[src/design/halt_wake_pkg.sv]
// Constants and types for the halt, idle and wake-up controller
package halt_wake_pkg;

    // ----------------------------------------------------------------
    // Wishbone register map (byte addresses)
    // ----------------------------------------------------------------
    localparam logic [7:0] CTRL_ADDR = 8'h00;
    localparam logic [7:0] STATUS_ADDR = 8'h04;
    localparam logic [7:0] WAKE_EN_ADDR = 8'h08;
    localparam logic [7:0] IRQ_STAT_ADDR = 8'h0C;
    localparam logic [7:0] IRQ_MASK_ADDR = 8'h10;

    // ----------------------------------------------------------------
    // Field positions
    // ----------------------------------------------------------------
    localparam int CTRL_SLOW_IDLE_BIT = 0;
    localparam int CTRL_FAST_IDLE_BIT = 1;
    localparam int CTRL_WDT_EN_BIT = 2;
    localparam int IRQ_PIN_BIT = 0;
    localparam int IRQ_INT_BIT = 1;
    localparam int IRQ_WDT_BIT = 2;
    localparam int IRQ_WIDTH = 3;

    // ----------------------------------------------------------------
    // Reset values
    // ----------------------------------------------------------------
    localparam logic [2:0] CTRL_RESET = 3'h4;
    localparam logic [7:0] WAKE_EN_RESET = 8'h00;

    // ----------------------------------------------------------------
    // Timing: oscillator restart wait, in microseconds
    // ----------------------------------------------------------------
    localparam int CLK_MHZ = 50;
    localparam int OSC_START_US = 16;
    localparam int OSC_START_CYCLES = OSC_START_US * CLK_MHZ;

    // Power state machine
    typedef enum logic [2:0] {
        ST_RUN = 3'b000,
        ST_HALTED = 3'b001,
        ST_RESTART = 3'b010,
        ST_RESUME = 3'b011
    } power_state_type;

    // Where execution continues after waking
    localparam logic [1:0] RESUME_NEXT = 2'h0;
    localparam logic [1:0] RESUME_VECTOR = 2'h1;
    localparam logic [1:0] RESUME_WDT = 2'h2;

endpackage

[src/design/wake_edge_capture.sv]
// Port falling-edge capture with per-pin enables and sync
`timescale 1ns/10ps
module wake_edge_capture
    import halt_wake_pkg::*;
#(
    parameter int WIDTH = 8
) (
    input wire logic i_clk,
    input wire logic i_rst,
    input wire logic [WIDTH-1:0] i_pins,
    input wire logic [WIDTH-1:0] i_enable,
    input wire logic i_arm,
    output logic o_edge
);
    // ----------------------------------------------------------------
    // Synchroniser and edge detector
    // ----------------------------------------------------------------
    logic [WIDTH-1:0] meta_reg; // First stage, read only by sync_reg
    logic [WIDTH-1:0] sync_reg; // Second stage
    logic [WIDTH-1:0] last_reg; // Previous settled level
    logic edge_reg; // Registered result
    wire [WIDTH-1:0] falls = last_reg & ~sync_reg & i_enable;

    // Two-flop sync; pins are quiet while the core waits anyway
    always_ff @(posedge i_clk or posedge i_rst) begin
        if (i_rst) begin
            meta_reg <= '1;
            sync_reg <= '1;
            last_reg <= '1;
            edge_reg <= 1'b0;
        end else begin
            meta_reg <= i_pins;
            sync_reg <= meta_reg;
            last_reg <= sync_reg;
            edge_reg <= i_arm & (|falls);
        end
    end

    assign o_edge = edge_reg;
endmodule

[src/design/halt_wake_control.sv]
// Halt, idle and wake-up controller with Wishbone registers
//
// Local design decisions: the Wishbone interface to the registers and the address map.
`timescale 1ns/10ps
module halt_wake_control
    import halt_wake_pkg::*;
#(
    parameter int PORT_WIDTH = 8,
    parameter int START_CYCLES = OSC_START_CYCLES
) (
    input wire logic i_clk,
    input wire logic i_rst,
    // Wishbone slave
    input wire logic i_wb_cyc,
    input wire logic i_wb_stb,
    input wire logic i_wb_we,
    input wire logic [7:0] i_wb_adr,
    input wire logic [31:0] i_wb_dat,
    input wire logic [3:0] i_wb_sel,
    output logic [31:0] o_wb_dat,
    output logic o_wb_ack,
    // CPU side
    input wire logic i_halt_exec,
    input wire logic i_clr_wdt_exec,
    input wire logic i_int_request,
    input wire logic i_int_enabled,
    input wire logic i_stack_full,
    input wire logic i_wdt_overflow,
    input wire logic i_osc_stable,
    input wire logic [PORT_WIDTH-1:0] i_port_a,
    output logic o_cpu_hold,
    output logic o_state_freeze,
    output logic o_high_speed_clock_en,
    output logic o_low_speed_clock_en,
    output logic o_wdt_clock_en,
    output logic o_wdt_clear,
    output logic o_power_down_flag,
    output logic o_watchdog_timeout_flag,
    output logic o_resume_pulse,
    output logic [1:0] o_resume_kind,
    output logic o_irq
);
    // ----------------------------------------------------------------
    // Registers
    // ----------------------------------------------------------------
    // Wait counter is sized to hold the full start-up count
    localparam int WAIT_W = $clog2(START_CYCLES + 1);
    logic [2:0] ctrl_reg; // Idle enables and watchdog enable
    logic [PORT_WIDTH-1:0] wake_en_reg; // port_a_wake_enable
    logic [IRQ_WIDTH-1:0] irq_stat_reg; // Sticky wake events
    logic [IRQ_WIDTH-1:0] irq_mask_reg; // Interrupt mask
    logic pdf_reg; // power_down_flag
    logic tof_reg; // watchdog_timeout_flag
    logic ack_reg; // Bus answer, one cycle wide
    logic [31:0] rdata_reg; // Read data, held until the next access, read or write
    power_state_type state_reg; // Power state
    power_state_type state_next; // Power state, next value
    logic [WAIT_W-1:0] wait_reg; // Restart wait count
    logic int_block_reg; // Interrupt already pending at entry
    logic [1:0] kind_reg;
    logic hold_reg;
    logic hs_reg;
    logic ls_reg;
    logic wdtck_reg;
    logic wdt_clr_reg;
    logic resume_reg;
    logic irq_reg;
    logic pin_edge; // Armed falling edge on an enabled pin

    // ----------------------------------------------------------------
    // Helpers
    // ----------------------------------------------------------------
    // Register select; every decoded address goes through this one compare
    function automatic logic addr_hit(input logic [7:0] adr, input logic [7:0] base);
        return (adr == base);
    endfunction

    // ----------------------------------------------------------------
    // Bus decode
    // ----------------------------------------------------------------
    // Ack low keeps a strobe that is still held from being taken twice
    wire bus_req = i_wb_cyc & i_wb_stb & ~ack_reg;
    wire wr_lo = bus_req & i_wb_we & i_wb_sel[0];
    wire hit_ctrl = addr_hit(i_wb_adr, CTRL_ADDR);
    wire hit_stat = addr_hit(i_wb_adr, STATUS_ADDR);
    wire hit_wake = addr_hit(i_wb_adr, WAKE_EN_ADDR);
    wire hit_istat = addr_hit(i_wb_adr, IRQ_STAT_ADDR);
    wire hit_imask = addr_hit(i_wb_adr, IRQ_MASK_ADDR);
    wire fast_en = ctrl_reg[CTRL_FAST_IDLE_BIT];
    wire slow_en = ctrl_reg[CTRL_SLOW_IDLE_BIT];
    wire wdt_en = ctrl_reg[CTRL_WDT_EN_BIT];

    // Halt is only honoured while running
    wire halt_take = (state_reg == ST_RUN) & i_halt_exec;
    wire halted = (state_reg == ST_HALTED);
    // Interrupt wakes only if it was not already pending at entry
    wire int_wake = halted & i_int_request & ~int_block_reg;
    wire wdt_wake = halted & i_wdt_overflow & wdt_en;
    wire pin_wake = halted & pin_edge;
    wire any_wake = int_wake | wdt_wake | pin_wake;
    wire wait_done = (wait_reg == '0) & i_osc_stable;

    // An interrupt is vectored at once only when enabled with a free stack level
    wire int_service = int_wake & i_int_enabled & ~i_stack_full;
    // Resume point: watchdog first, then serviceable interrupt, else next
    wire [1:0] kind_sel = wdt_wake ? RESUME_WDT :
        int_service ? RESUME_VECTOR :
        RESUME_NEXT;

    // Restart wait: the full count only when the fast oscillator was stopped,
    // judged by the enable applied at entry rather than by a later ctrl write
    wire [WAIT_W-1:0] wait_load = hs_reg ? '0 : START_CYCLES[WAIT_W-1:0];

    // Every wake source that fired is recorded, not only the winning one
    wire [IRQ_WIDTH-1:0] events = {wdt_wake, int_wake, pin_wake};

    // Status word: flags, whether the last wake left the plain path, power state
    wire resumed_off_path = |kind_reg;
    wire [31:0] status_word = {26'h0, state_reg, resumed_off_path, tof_reg, pdf_reg};

    wire [31:0] rd_mux = hit_ctrl ? {29'h0, ctrl_reg} :
        hit_stat ? status_word :
        hit_wake ? {{(32-PORT_WIDTH){1'b0}}, wake_en_reg} :
        hit_istat ? {29'h0, irq_stat_reg} :
        hit_imask ? {29'h0, irq_mask_reg} : 32'h0;

    // ----------------------------------------------------------------
    // Pin wake capture
    // ----------------------------------------------------------------
    // Edges are armed only while halted; a fall during run is not kept
    wake_edge_capture #(.WIDTH(PORT_WIDTH)) u_pins (
        .i_clk(i_clk),
        .i_rst(i_rst),
        .i_pins(i_port_a),
        .i_enable(wake_en_reg),
        .i_arm(halted),
        .o_edge(pin_edge)
    );

    // ----------------------------------------------------------------
    // Next state
    // ----------------------------------------------------------------
    // RUN to HALTED on the stop pulse, HALTED to RESTART on a wake event,
    // RESTART to RESUME once the wait is over and the oscillator is stable,
    // RESUME to RUN after one cycle, which raises the resume pulse
    always_comb begin
        state_next = state_reg;
        case (state_reg)
            ST_RUN: begin
                if (i_halt_exec) begin
                    state_next = ST_HALTED;
                end
            end
            ST_HALTED: begin
                if (any_wake) begin
                    state_next = ST_RESTART;
                end
            end
            ST_RESTART: begin
                if (wait_done) begin
                    state_next = ST_RESUME;
                end
            end
            ST_RESUME: state_next = ST_RUN;
            default: state_next = ST_RUN;
        endcase
    end

    // ----------------------------------------------------------------
    // Power state, restart counter and wake bookkeeping
    // ----------------------------------------------------------------
    always_ff @(posedge i_clk or posedge i_rst) begin
        if (i_rst) begin
            state_reg <= ST_RUN;
            wait_reg <= '0;
            int_block_reg <= 1'b0;
            kind_reg <= RESUME_NEXT;
        end else begin
            state_reg <= state_next;
            // Pending interrupt is sampled at entry only; one raised later
            // during the halt still wakes the core
            if (halt_take) begin
                int_block_reg <= i_int_request;
            end
            if (halted & any_wake) begin
                kind_reg <= kind_sel;
                // Full wait only when the fast clock was stopped
                wait_reg <= wait_load;
            end else if (wait_reg != '0) begin
                wait_reg <= wait_reg - 1'b1;
            end
        end
    end

    // ----------------------------------------------------------------
    // Status flags: set wins over any clear in the same cycle
    // ----------------------------------------------------------------
    always_ff @(posedge i_clk or posedge i_rst) begin
        if (i_rst) begin
            pdf_reg <= 1'b0;
            tof_reg <= 1'b0;
        end else begin
            if (halt_take) begin
                pdf_reg <= 1'b1;
            end else if (i_clr_wdt_exec) begin
                pdf_reg <= 1'b0;
            end
            // Timeout set by a watchdog wake, cleared by the next halt; the two
            // never meet in one cycle, one needs HALTED and the other RUN
            if (wdt_wake) begin
                tof_reg <= 1'b1;
            end else if (halt_take) begin
                tof_reg <= 1'b0;
            end
        end
    end

    // ----------------------------------------------------------------
    // Clock gating and core hold outputs
    // ----------------------------------------------------------------
    always_ff @(posedge i_clk or posedge i_rst) begin
        if (i_rst) begin
            hold_reg <= 1'b0;
            hs_reg <= 1'b1;
            ls_reg <= 1'b1;
            wdtck_reg <= 1'b1;
            wdt_clr_reg <= 1'b0;
            resume_reg <= 1'b0;
        end else begin
            hold_reg <= (state_next != ST_RUN);
            wdt_clr_reg <= halt_take | i_clr_wdt_exec;
            resume_reg <= (state_reg == ST_RESUME);
            wdtck_reg <= wdt_en;
            // Both clocks come back together on any wake so the core restarts
            // on the fast clock; the watchdog clock follows its enable always
            if (halt_take) begin
                hs_reg <= fast_en;
                ls_reg <= slow_en;
            end else if (halted & any_wake) begin
                hs_reg <= 1'b1;
                ls_reg <= 1'b1;
            end
        end
    end

    // ----------------------------------------------------------------
    // Register writes; sticky events win over write-one-to-clear
    // ----------------------------------------------------------------
    always_ff @(posedge i_clk or posedge i_rst) begin
        if (i_rst) begin
            ctrl_reg <= CTRL_RESET;
            wake_en_reg <= WAKE_EN_RESET;
            irq_stat_reg <= '0;
            irq_mask_reg <= '0;
        end else begin
            // Only byte lane 0 carries writable bits; other lanes are ignored
            // Writes land at the taking edge, the same edge that raises ack
            if (wr_lo & hit_ctrl) begin
                ctrl_reg <= i_wb_dat[2:0];
            end
            if (wr_lo & hit_wake) begin
                wake_en_reg <= i_wb_dat[PORT_WIDTH-1:0];
            end
            if (wr_lo & hit_imask) begin
                irq_mask_reg <= i_wb_dat[IRQ_WIDTH-1:0];
            end
            irq_stat_reg <= (irq_stat_reg & ~((wr_lo & hit_istat) ?
                i_wb_dat[IRQ_WIDTH-1:0] : {IRQ_WIDTH{1'b0}})) | events;
        end
    end

    // ----------------------------------------------------------------
    // Bus answer, one cycle after the request
    // ----------------------------------------------------------------
    always_ff @(posedge i_clk or posedge i_rst) begin
        if (i_rst) begin
            ack_reg <= 1'b0;
            rdata_reg <= 32'h0;
            irq_reg <= 1'b0;
        end else begin
            ack_reg <= bus_req;
            // Read data is latched at the taking edge of any access, read or write, and held until the next one
            rdata_reg <= bus_req ? rd_mux : rdata_reg;
            // Interrupt line lags status and mask by one cycle
            irq_reg <= |(irq_stat_reg & irq_mask_reg);
        end
    end

    // ----------------------------------------------------------------
    // Outputs, all straight from flip-flops
    // ----------------------------------------------------------------
    assign o_wb_dat = rdata_reg;
    assign o_wb_ack = ack_reg;
    assign o_cpu_hold = hold_reg;
    assign o_state_freeze = hold_reg;
    assign o_high_speed_clock_en = hs_reg;
    assign o_low_speed_clock_en = ls_reg;
    assign o_wdt_clock_en = wdtck_reg;
    assign o_wdt_clear = wdt_clr_reg;
    assign o_power_down_flag = pdf_reg;
    assign o_watchdog_timeout_flag = tof_reg;
    assign o_resume_pulse = resume_reg;
    assign o_resume_kind = kind_reg;
    assign o_irq = irq_reg;
endmodule

[config.mk]
export PLATFORM = sky130hd
export DESIGN_NAME = halt_wake_control
export DESIGN_NICKNAME = d
export VERILOG_FILES = /design/src/design/halt_wake_pkg.sv /design/src/design/wake_edge_capture.sv /design/src/design/halt_wake_control.sv
export SDC_FILE = /design/constraint.sdc
export NUM_CORES = 1
export LEC_CHECK = 0
export ABC_AREA = 1
export BUFFER_PORTS_ARGS = -buffer_cell sky130_fd_sc_hd__buf_2
export CAP_MARGIN = 10
export CORE_AREA = 2 2 92 94
export CTS_CLUSTER_DIAMETER = 60
export CTS_CLUSTER_SIZE = 20
export DETAILED_ROUTE_END_ITERATION = 10
export DIE_AREA = 0 0 94 96
export PLACE_DENSITY = 0.82
export SYNTH_ARGS = -nofsm -noshare
export SYNTH_HDL_FRONTEND = slang
export SYNTH_SLANG_ARGS = --single-unit
[constraint.sdc]
create_clock -name i_clk -period 2.1 [get_ports i_clk]
set_input_delay 0.105 -clock i_clk [delete_from_list [all_inputs] [get_ports i_clk]]
set_output_delay 0.105 -clock i_clk [all_outputs]
set_load 0.01 [all_outputs]
**Word level (Yosys, flattened, before mapping)**

Index checks and enable logic that the tools add are counted.

- $add $sub $neg: 1
- Eq/ne operators: 7
- Multiplexer cells: 22
- Bitwise logic cells: 32
- Reductions and logical operators: 12

Operators with widths:

| kind | number |
|---|---|
| $mux 10 | 3 |
| $mux 8 | 3 |
| $and 1x1->1 | 19 |
| $mux 3 | 6 |
| $and 8x8->8 | 2 |
| $eq 8x4->1 const B | 2 |
| $logic_not 10->1 | 1 |
| $reduce_bool 10->1 | 1 |
| $sub 10x1->10 const B | 1 |
| $pmux 3 s3 | 1 |
| $eq 8x3->1 const B | 1 |
| $eq 8x5->1 const B | 1 |
| $logic_not 8->1 | 1 |
| $mux 1 | 8 |
| $not 8->8 | 1 |
| $reduce_bool 2->1 | 4 |
| $reduce_or 8->1 | 1 |
| $and 3x3->3 | 2 |
| $eq 3x2->1 const B | 2 |
| $eq 3x1->1 const B | 1 |
| $logic_not 3->1 | 1 |
| $not 1->1 | 3 |
| $not 3->3 | 1 |
| $or 1x1->1 | 3 |
| 5 further kinds | 5 |

- Register bits: 100
- Input bits: 64
- Output and inout bits: 45
- Logic and storage cells: 97

**Longest topological paths before layout**

- Depth in word-level cells: 9
- Gate-level depth with buffers: 9
- Depth with buffers taken out: 9

**Modules after synthesis**

From an unflattened synthesis, not the netlist that was laid out.

- Cells, all modules: 380
- Area total of the unflattened synthesis: 3430.8 um^2

By module, submodules not included:

| module | times used | cells each | area an instance (um^2) | seq. area each (um^2) |
|---|---|---|---|---|
| halt_wake_control | 1 | 332 | 2672.6 | 1281.2 |
| wake_edge_capture | 1 | 48 | 758.2 | 655.6 |

**Least setup slack after synthesis**

OpenSTA, ideal clock, no wires.

- Path type: reg-to-reg
- Start point: register wait_reg[0]
- End point: register wait_reg[8]
- Setup time: 77 ps
- Data arrival time: 1220 ps
- Required time: 2023 ps
- Setup slack: 803 ps
- Stages on the path, launching flop included: 8
- Path buffers: 0
- Clock period less this slack: 1297 ps
- Cell sequence: dfrtp_1 > inv_1 > ha_1 > nand2_1 > nor2_1 > xor2_1 > nand2_1 > a21oi_1

- Cells in the longest elaborated chain, start to end: 3
- Elaborated cells on any way between the ends: 5
- Those cells by class: add/sub: 1; mux: 2; reduce/logical: 2

RTL lines:

| what | RTL line | source |
|---|---|---|
| from (decl) | halt_wake_control.sv:58 | `logic [WAIT_W-1:0] wait_reg;` |
| from (signal assigned) | halt_wake_control.sv:188 | `wait_reg <= wait_load;` |
| from (signal assigned) | halt_wake_control.sv:190 | `wait_reg <= wait_reg - 1'b1;` |
| $sub 10x1->10 | halt_wake_control.sv:190 |  |
| $mux 10 | halt_wake_control.sv:189 | `end else if (wait_reg != '0) begin` |
| $mux 10 | halt_wake_control.sv:185 | `if (halted & any_wake) begin` |

Parallel ways exist; a longest one is shown, timed or not. The select of a mux whose other input is x is not followed.
A chain may end at the register's enable or synchronous reset.

**Final worst setup path**

- Start point: register state_reg[0]
- End point: register wait_reg[0]

- Cells in the longest elaborated chain, start to end: 7
- Elaborated cells on any way between the ends: 11
- Those cells by class: eq/ne: 1; mux: 1; bitwise: 8; reduce/logical: 1

RTL lines:

| what | RTL line | source |
|---|---|---|
| from (decl) | halt_wake_control.sv:56 | `power_state_type state_reg;` |
| from (signal assigned) | halt_wake_control.sv:179 | `state_reg <= state_next;` |
| $eq 3x1->1 * | halt_wake_control.sv:95 | `wire halted = (state_reg == ST_HALTED);` |
| $and 1x1->1, on equally long branches (2 in a row) | halt_wake_control.sv:97, halt_wake_control.sv:98 |  |
| $or 1x1->1 (2 in a row) | halt_wake_control.sv:100 | `wire any_wake = int_wake \| wdt_wake \| pin_wake;` |
| $and 1x1->1 * | halt_wake_control.sv:185 |  |
| $mux 10 / $reduce_bool 2->1 (equally long branches) | n/a |  |

Mark *: on every way between the ends. The rest lies on a longest branch, timed or not.

==> impl_metrics.env <==
export IMPL_crit_chain="inv_1 > nor2_2 > nand2_2 > nor2_2 > nor2_2 > nand2b_1 > o21ai_0"
export IMPL_p_leak_uw=0.00210
export IMPL_hold_violations=0
export IMPL_cellPowerDensity_nw_per_um2=903
export IMPL_reg2reg_to="wait_reg[0]$_DFFE_PP0P_"
export IMPL_areaGrowthSynthToFinish_pct=19.3
export IMPL_grt_pass1_wl_mm=11.2
export IMPL_cts_tree="built"
export IMPL_synth_edf_count=0
export IMPL_peakVddDrop_mv=0.362
export IMPL_crit_path_start_kind="flop"
export IMPL_r2r_start="state_reg[0]$_DFF_PP0_"
export IMPL_tightest_slew_ns=0.571
export IMPL_netlist_area_um2=3390
export IMPL_insertion_delay_ns=0.35
export IMPL_grt_pass1_vias=2408
export IMPL_endpoint="wait_reg[0]$_DFFE_PP0P_"
export IMPL_wl_mm=6.78
export IMPL_ys_top_cells_by_count="nand2_1 (79), dfrtp_1 (48), nor2_1 (47), inv_1 (39), dfstp_2 (28)"
export IMPL_max_slew_margin_pct=61.9
export IMPL_clk_path_buf_depth=2
export IMPL_worstSetupPathType="flop to flop"
export IMPL_ys_async_sr_fraction_pct=100
export IMPL_layout_nets=517
export IMPL_synth_adder_area_share_pct=0.739
export IMPL_synthMuxAreaShare_pct=0
export IMPL_ys_seq_area_share_pct=57.2
export IMPL_synth_top_family_by_area="simple AND/OR/NAND/NOR gates"
export IMPL_grt_overflow=0
export IMPL_clk_pin_slew_worst_paths_ns=0.07
export IMPL_worstSetupPathDepth=7
export IMPL_synth_top_area_share_pct=35.5
export IMPL_ys_warnings_count=0
export IMPL_drv_slew=0
export IMPL_slowest_delay_ns=0.46
export IMPL_ys_top_cells_by_area="dfrtp_1 (35%), dfstp_2 (22%), nand2_1 (8.8%), buf_4 (5.5%), nor2_1 (5.2%)"
export IMPL_dieWidth_um=94
export IMPL_grt_total_usage_pct=16.5
export IMPL_worst_path_most_repeated_cell="nor2_2"
export IMPL_finalPower_uw=3650
export IMPL_cp_end_kind="flop"
export IMPL_viasPerCell=4.62
export IMPL_critPathTopFamily="simple AND/OR/NAND/NOR gates"
export IMPL_antenna_cells=0
export IMPL_status="complete, no violations"
export IMPL_vias=2594
export IMPL_drc=0
export IMPL_fin_cells=561
export IMPL_synth_main_ff_cell="dfrtp_1"
export IMPL_synth_seq_cells=76
export IMPL_path_max_fanout=14
export IMPL_drive_above_1_share_pct=26.8
export IMPL_cts_buffers=9
export IMPL_portBuffers=57
export IMPL_drv_cap=0
export IMPL_floorplan_initialDensity_pct=42.1
export IMPL_syn_avg_cell_area_um2=9.13
export IMPL_antenna_found_initial=0
export IMPL_worst_ep_arrival_time_ns=1.85
export IMPL_fin_skew_ns=0.0105
export IMPL_synthCells=371
export IMPL_hp_class="primary input to flop"
export IMPL_worstRegToRegCells=7
export IMPL_setup_viol=0
export IMPL_grt_max_degree=77
export IMPL_min_period_ns=1.58
export IMPL_crit_buf_inv=1
export IMPL_setup_worst_path_start="state_reg[0]$_DFF_PP0_"
export IMPL_fp_dieArea_um2=9020
export IMPL_cts_sinks=76
export IMPL_cts_root_buf="clkbuf_8"
export IMPL_synth_xor_area_share_pct=1.29
export IMPL_htreeDepth=3
export IMPL_die_y_um=96
export IMPL_cp_required_ns=2.37
export IMPL_io_pins=109
export IMPL_drt_pre_antenna_iters=4
export IMPL_core_um2=8050
export IMPL_synth_cell_types=34
export IMPL_synth_compound_area_share_pct=6.65
export IMPL_setup_tns_ns=0
export IMPL_gp_congestion=0.902
export IMPL_netlist_top_cell_by_area="dfrtp_1"
export IMPL_setup_ws_ns=0.518
export IMPL_cp_slowest_cell="nor2_2"
export IMPL_largest_reg_flops=10
export IMPL_postRouteAntennaNets=0
export IMPL_cts_resized=0
export IMPL_yosysMostFrequentCell="nand2_1"
export IMPL_hpwl_mm=4.98
export IMPL_avgRoutedWirePerCell_um=12.1
export IMPL_yosys_area_share_simple_pct=22.9
export IMPL_row_count=33
export IMPL_r2r_slack_ns=0.52
export IMPL_drt_initial_drc_count=132
export IMPL_rsz0062_at_grt="false"
export IMPL_fmax_mhz=632
export IMPL_dp_worst_setup_slack_ns=0.528
export IMPL_dp_cells=531
export IMPL_period_share_pct=75.3
==> tightest hold or removal path: cells and delay by family <==
kind	cells	cell delay [ns]
buffers and inverters	1	0.07
AOI/OAI and AO/OA	1	0.09
and+or+nand+nor	1	0.04
==> where the power goes <==
part | total [uW] | switching [uW] | internal (uW) | leakage, uW
Combinational | 733 | 434 | 299 | 0.00111
Sequential | 1820 | 138 | 1680 | 0.000899
Clock | 1090 | 513 | 581 | 0.0000969
Total | 3650 | 1090 | 2560 | 0.00210
==> cells by family after synthesis <==
| kind of cell | Yosys count |
|---|---|
| flops | 76 |
| simple gates | 177 |
| buf+inv | 71 |
| xor+xnor | 5 |
| fa+ha+maj | 2 |
| other cells | 1 |
| compound gates | 39 |
==> how the worst min path moves through the flow <==
| stage | slack, ns | to | cells after the start | from |
|---|---|---|---|---|
| final | 0.02 | wake_en_reg[6]$_DFFE_PP0P_ | 3 | i_wb_dat[6] |
| after global routing | 0.001 | wake_en_reg[5]$_DFFE_PP0P_ | 3 | i_wb_dat[5] |
| after CTS | 0.005 | o_resume_kind[0]$_DFFE_PP0P_ | 3 | i_int_enabled |
| after detailed placement | 0.21 | u_pins.meta_reg[4]$_DFF_PP1_ | 1 | i_port_a[4] |
| after global placement | 0.21 | u_pins.meta_reg[7]$_DFF_PP1_ | 1 | i_port_a[7] |
| after floorplan | 0.11 | u_pins.meta_reg[0]$_DFF_PP1_ | 0 | i_port_a[0] |
==> metal layers <==
metal / up-vias / share of wire, % / global-route usage (%) / wire length [um]
met3: 11 / 7.2 / 5.01 / 487
met2: 95 / 47 / 26.0 / 3190
met5: - / 0 / 0 / 0
met4: 0 / 1.9 / 7.49 / 131
li1: 1283 / - / - / -
met1: 1205 / 44 / 21.2 / 2980
==> cells in the final DEF, fill, tap and decap left out, types with 3 or more instances in the layout <==
cell type	synthesis	layout
inv_1	39	38
dfrtp_1	48	48
o21ai_1	3	3
dlygate4sd3_1	0	14
xor2_1	4	4
clkbuf_8	0	10
a21oi_1	12	12
nand2_1	79	79
nand3_1	27	27
o211ai_1	4	4
buf_2	0	57
nor2_2	4	4
o21ai_0	14	14
nor3_1	5	5
inv_2	3	4
conb_1	1	25
dfstp_2	28	28
nand4_1	3	3
a21oi_2	4	4
nor2_1	47	47
==> layout make-up <==
| class | instances | area, um^2 |
|---|---|---|
| well taps | 105 | 131 |
| inverters | 43 | 164 |
| clock buffers | 12 | 145 |
| repair buffers | 73 | 453 |
| multi-input cells | 248 | 1160 |
| clock inverters | 4 | 48.8 |
| fillers | 725 | 4010 |
| flip-flops and latches | 76 | 1940 |
==> timing repair <==
item | 4_1_cts | 5_1_grt
buffers inserted | 0 | 0
hold buffers | 14 | 0
endpoints found under the hold margin | 62 | 0
==> per-stage QoR <==
| stage | util, % | area (um^2) | hold WS (ns) |
|---|---|---|---|
| after floorplan | - | 3480 | 0.109 |
| after global placement | 46.0 | 3710 | 0.212 |
| after detailed placement | 46.0 | 3710 | 0.211 |
| after CTS | 50.2 | 4040 | 0.00454 |
| after global routing | 50.2 | 4040 | 0.00139 |
| final | 50.2 | 4040 | 0.0181 |
(Power assumes the default switching activity.)
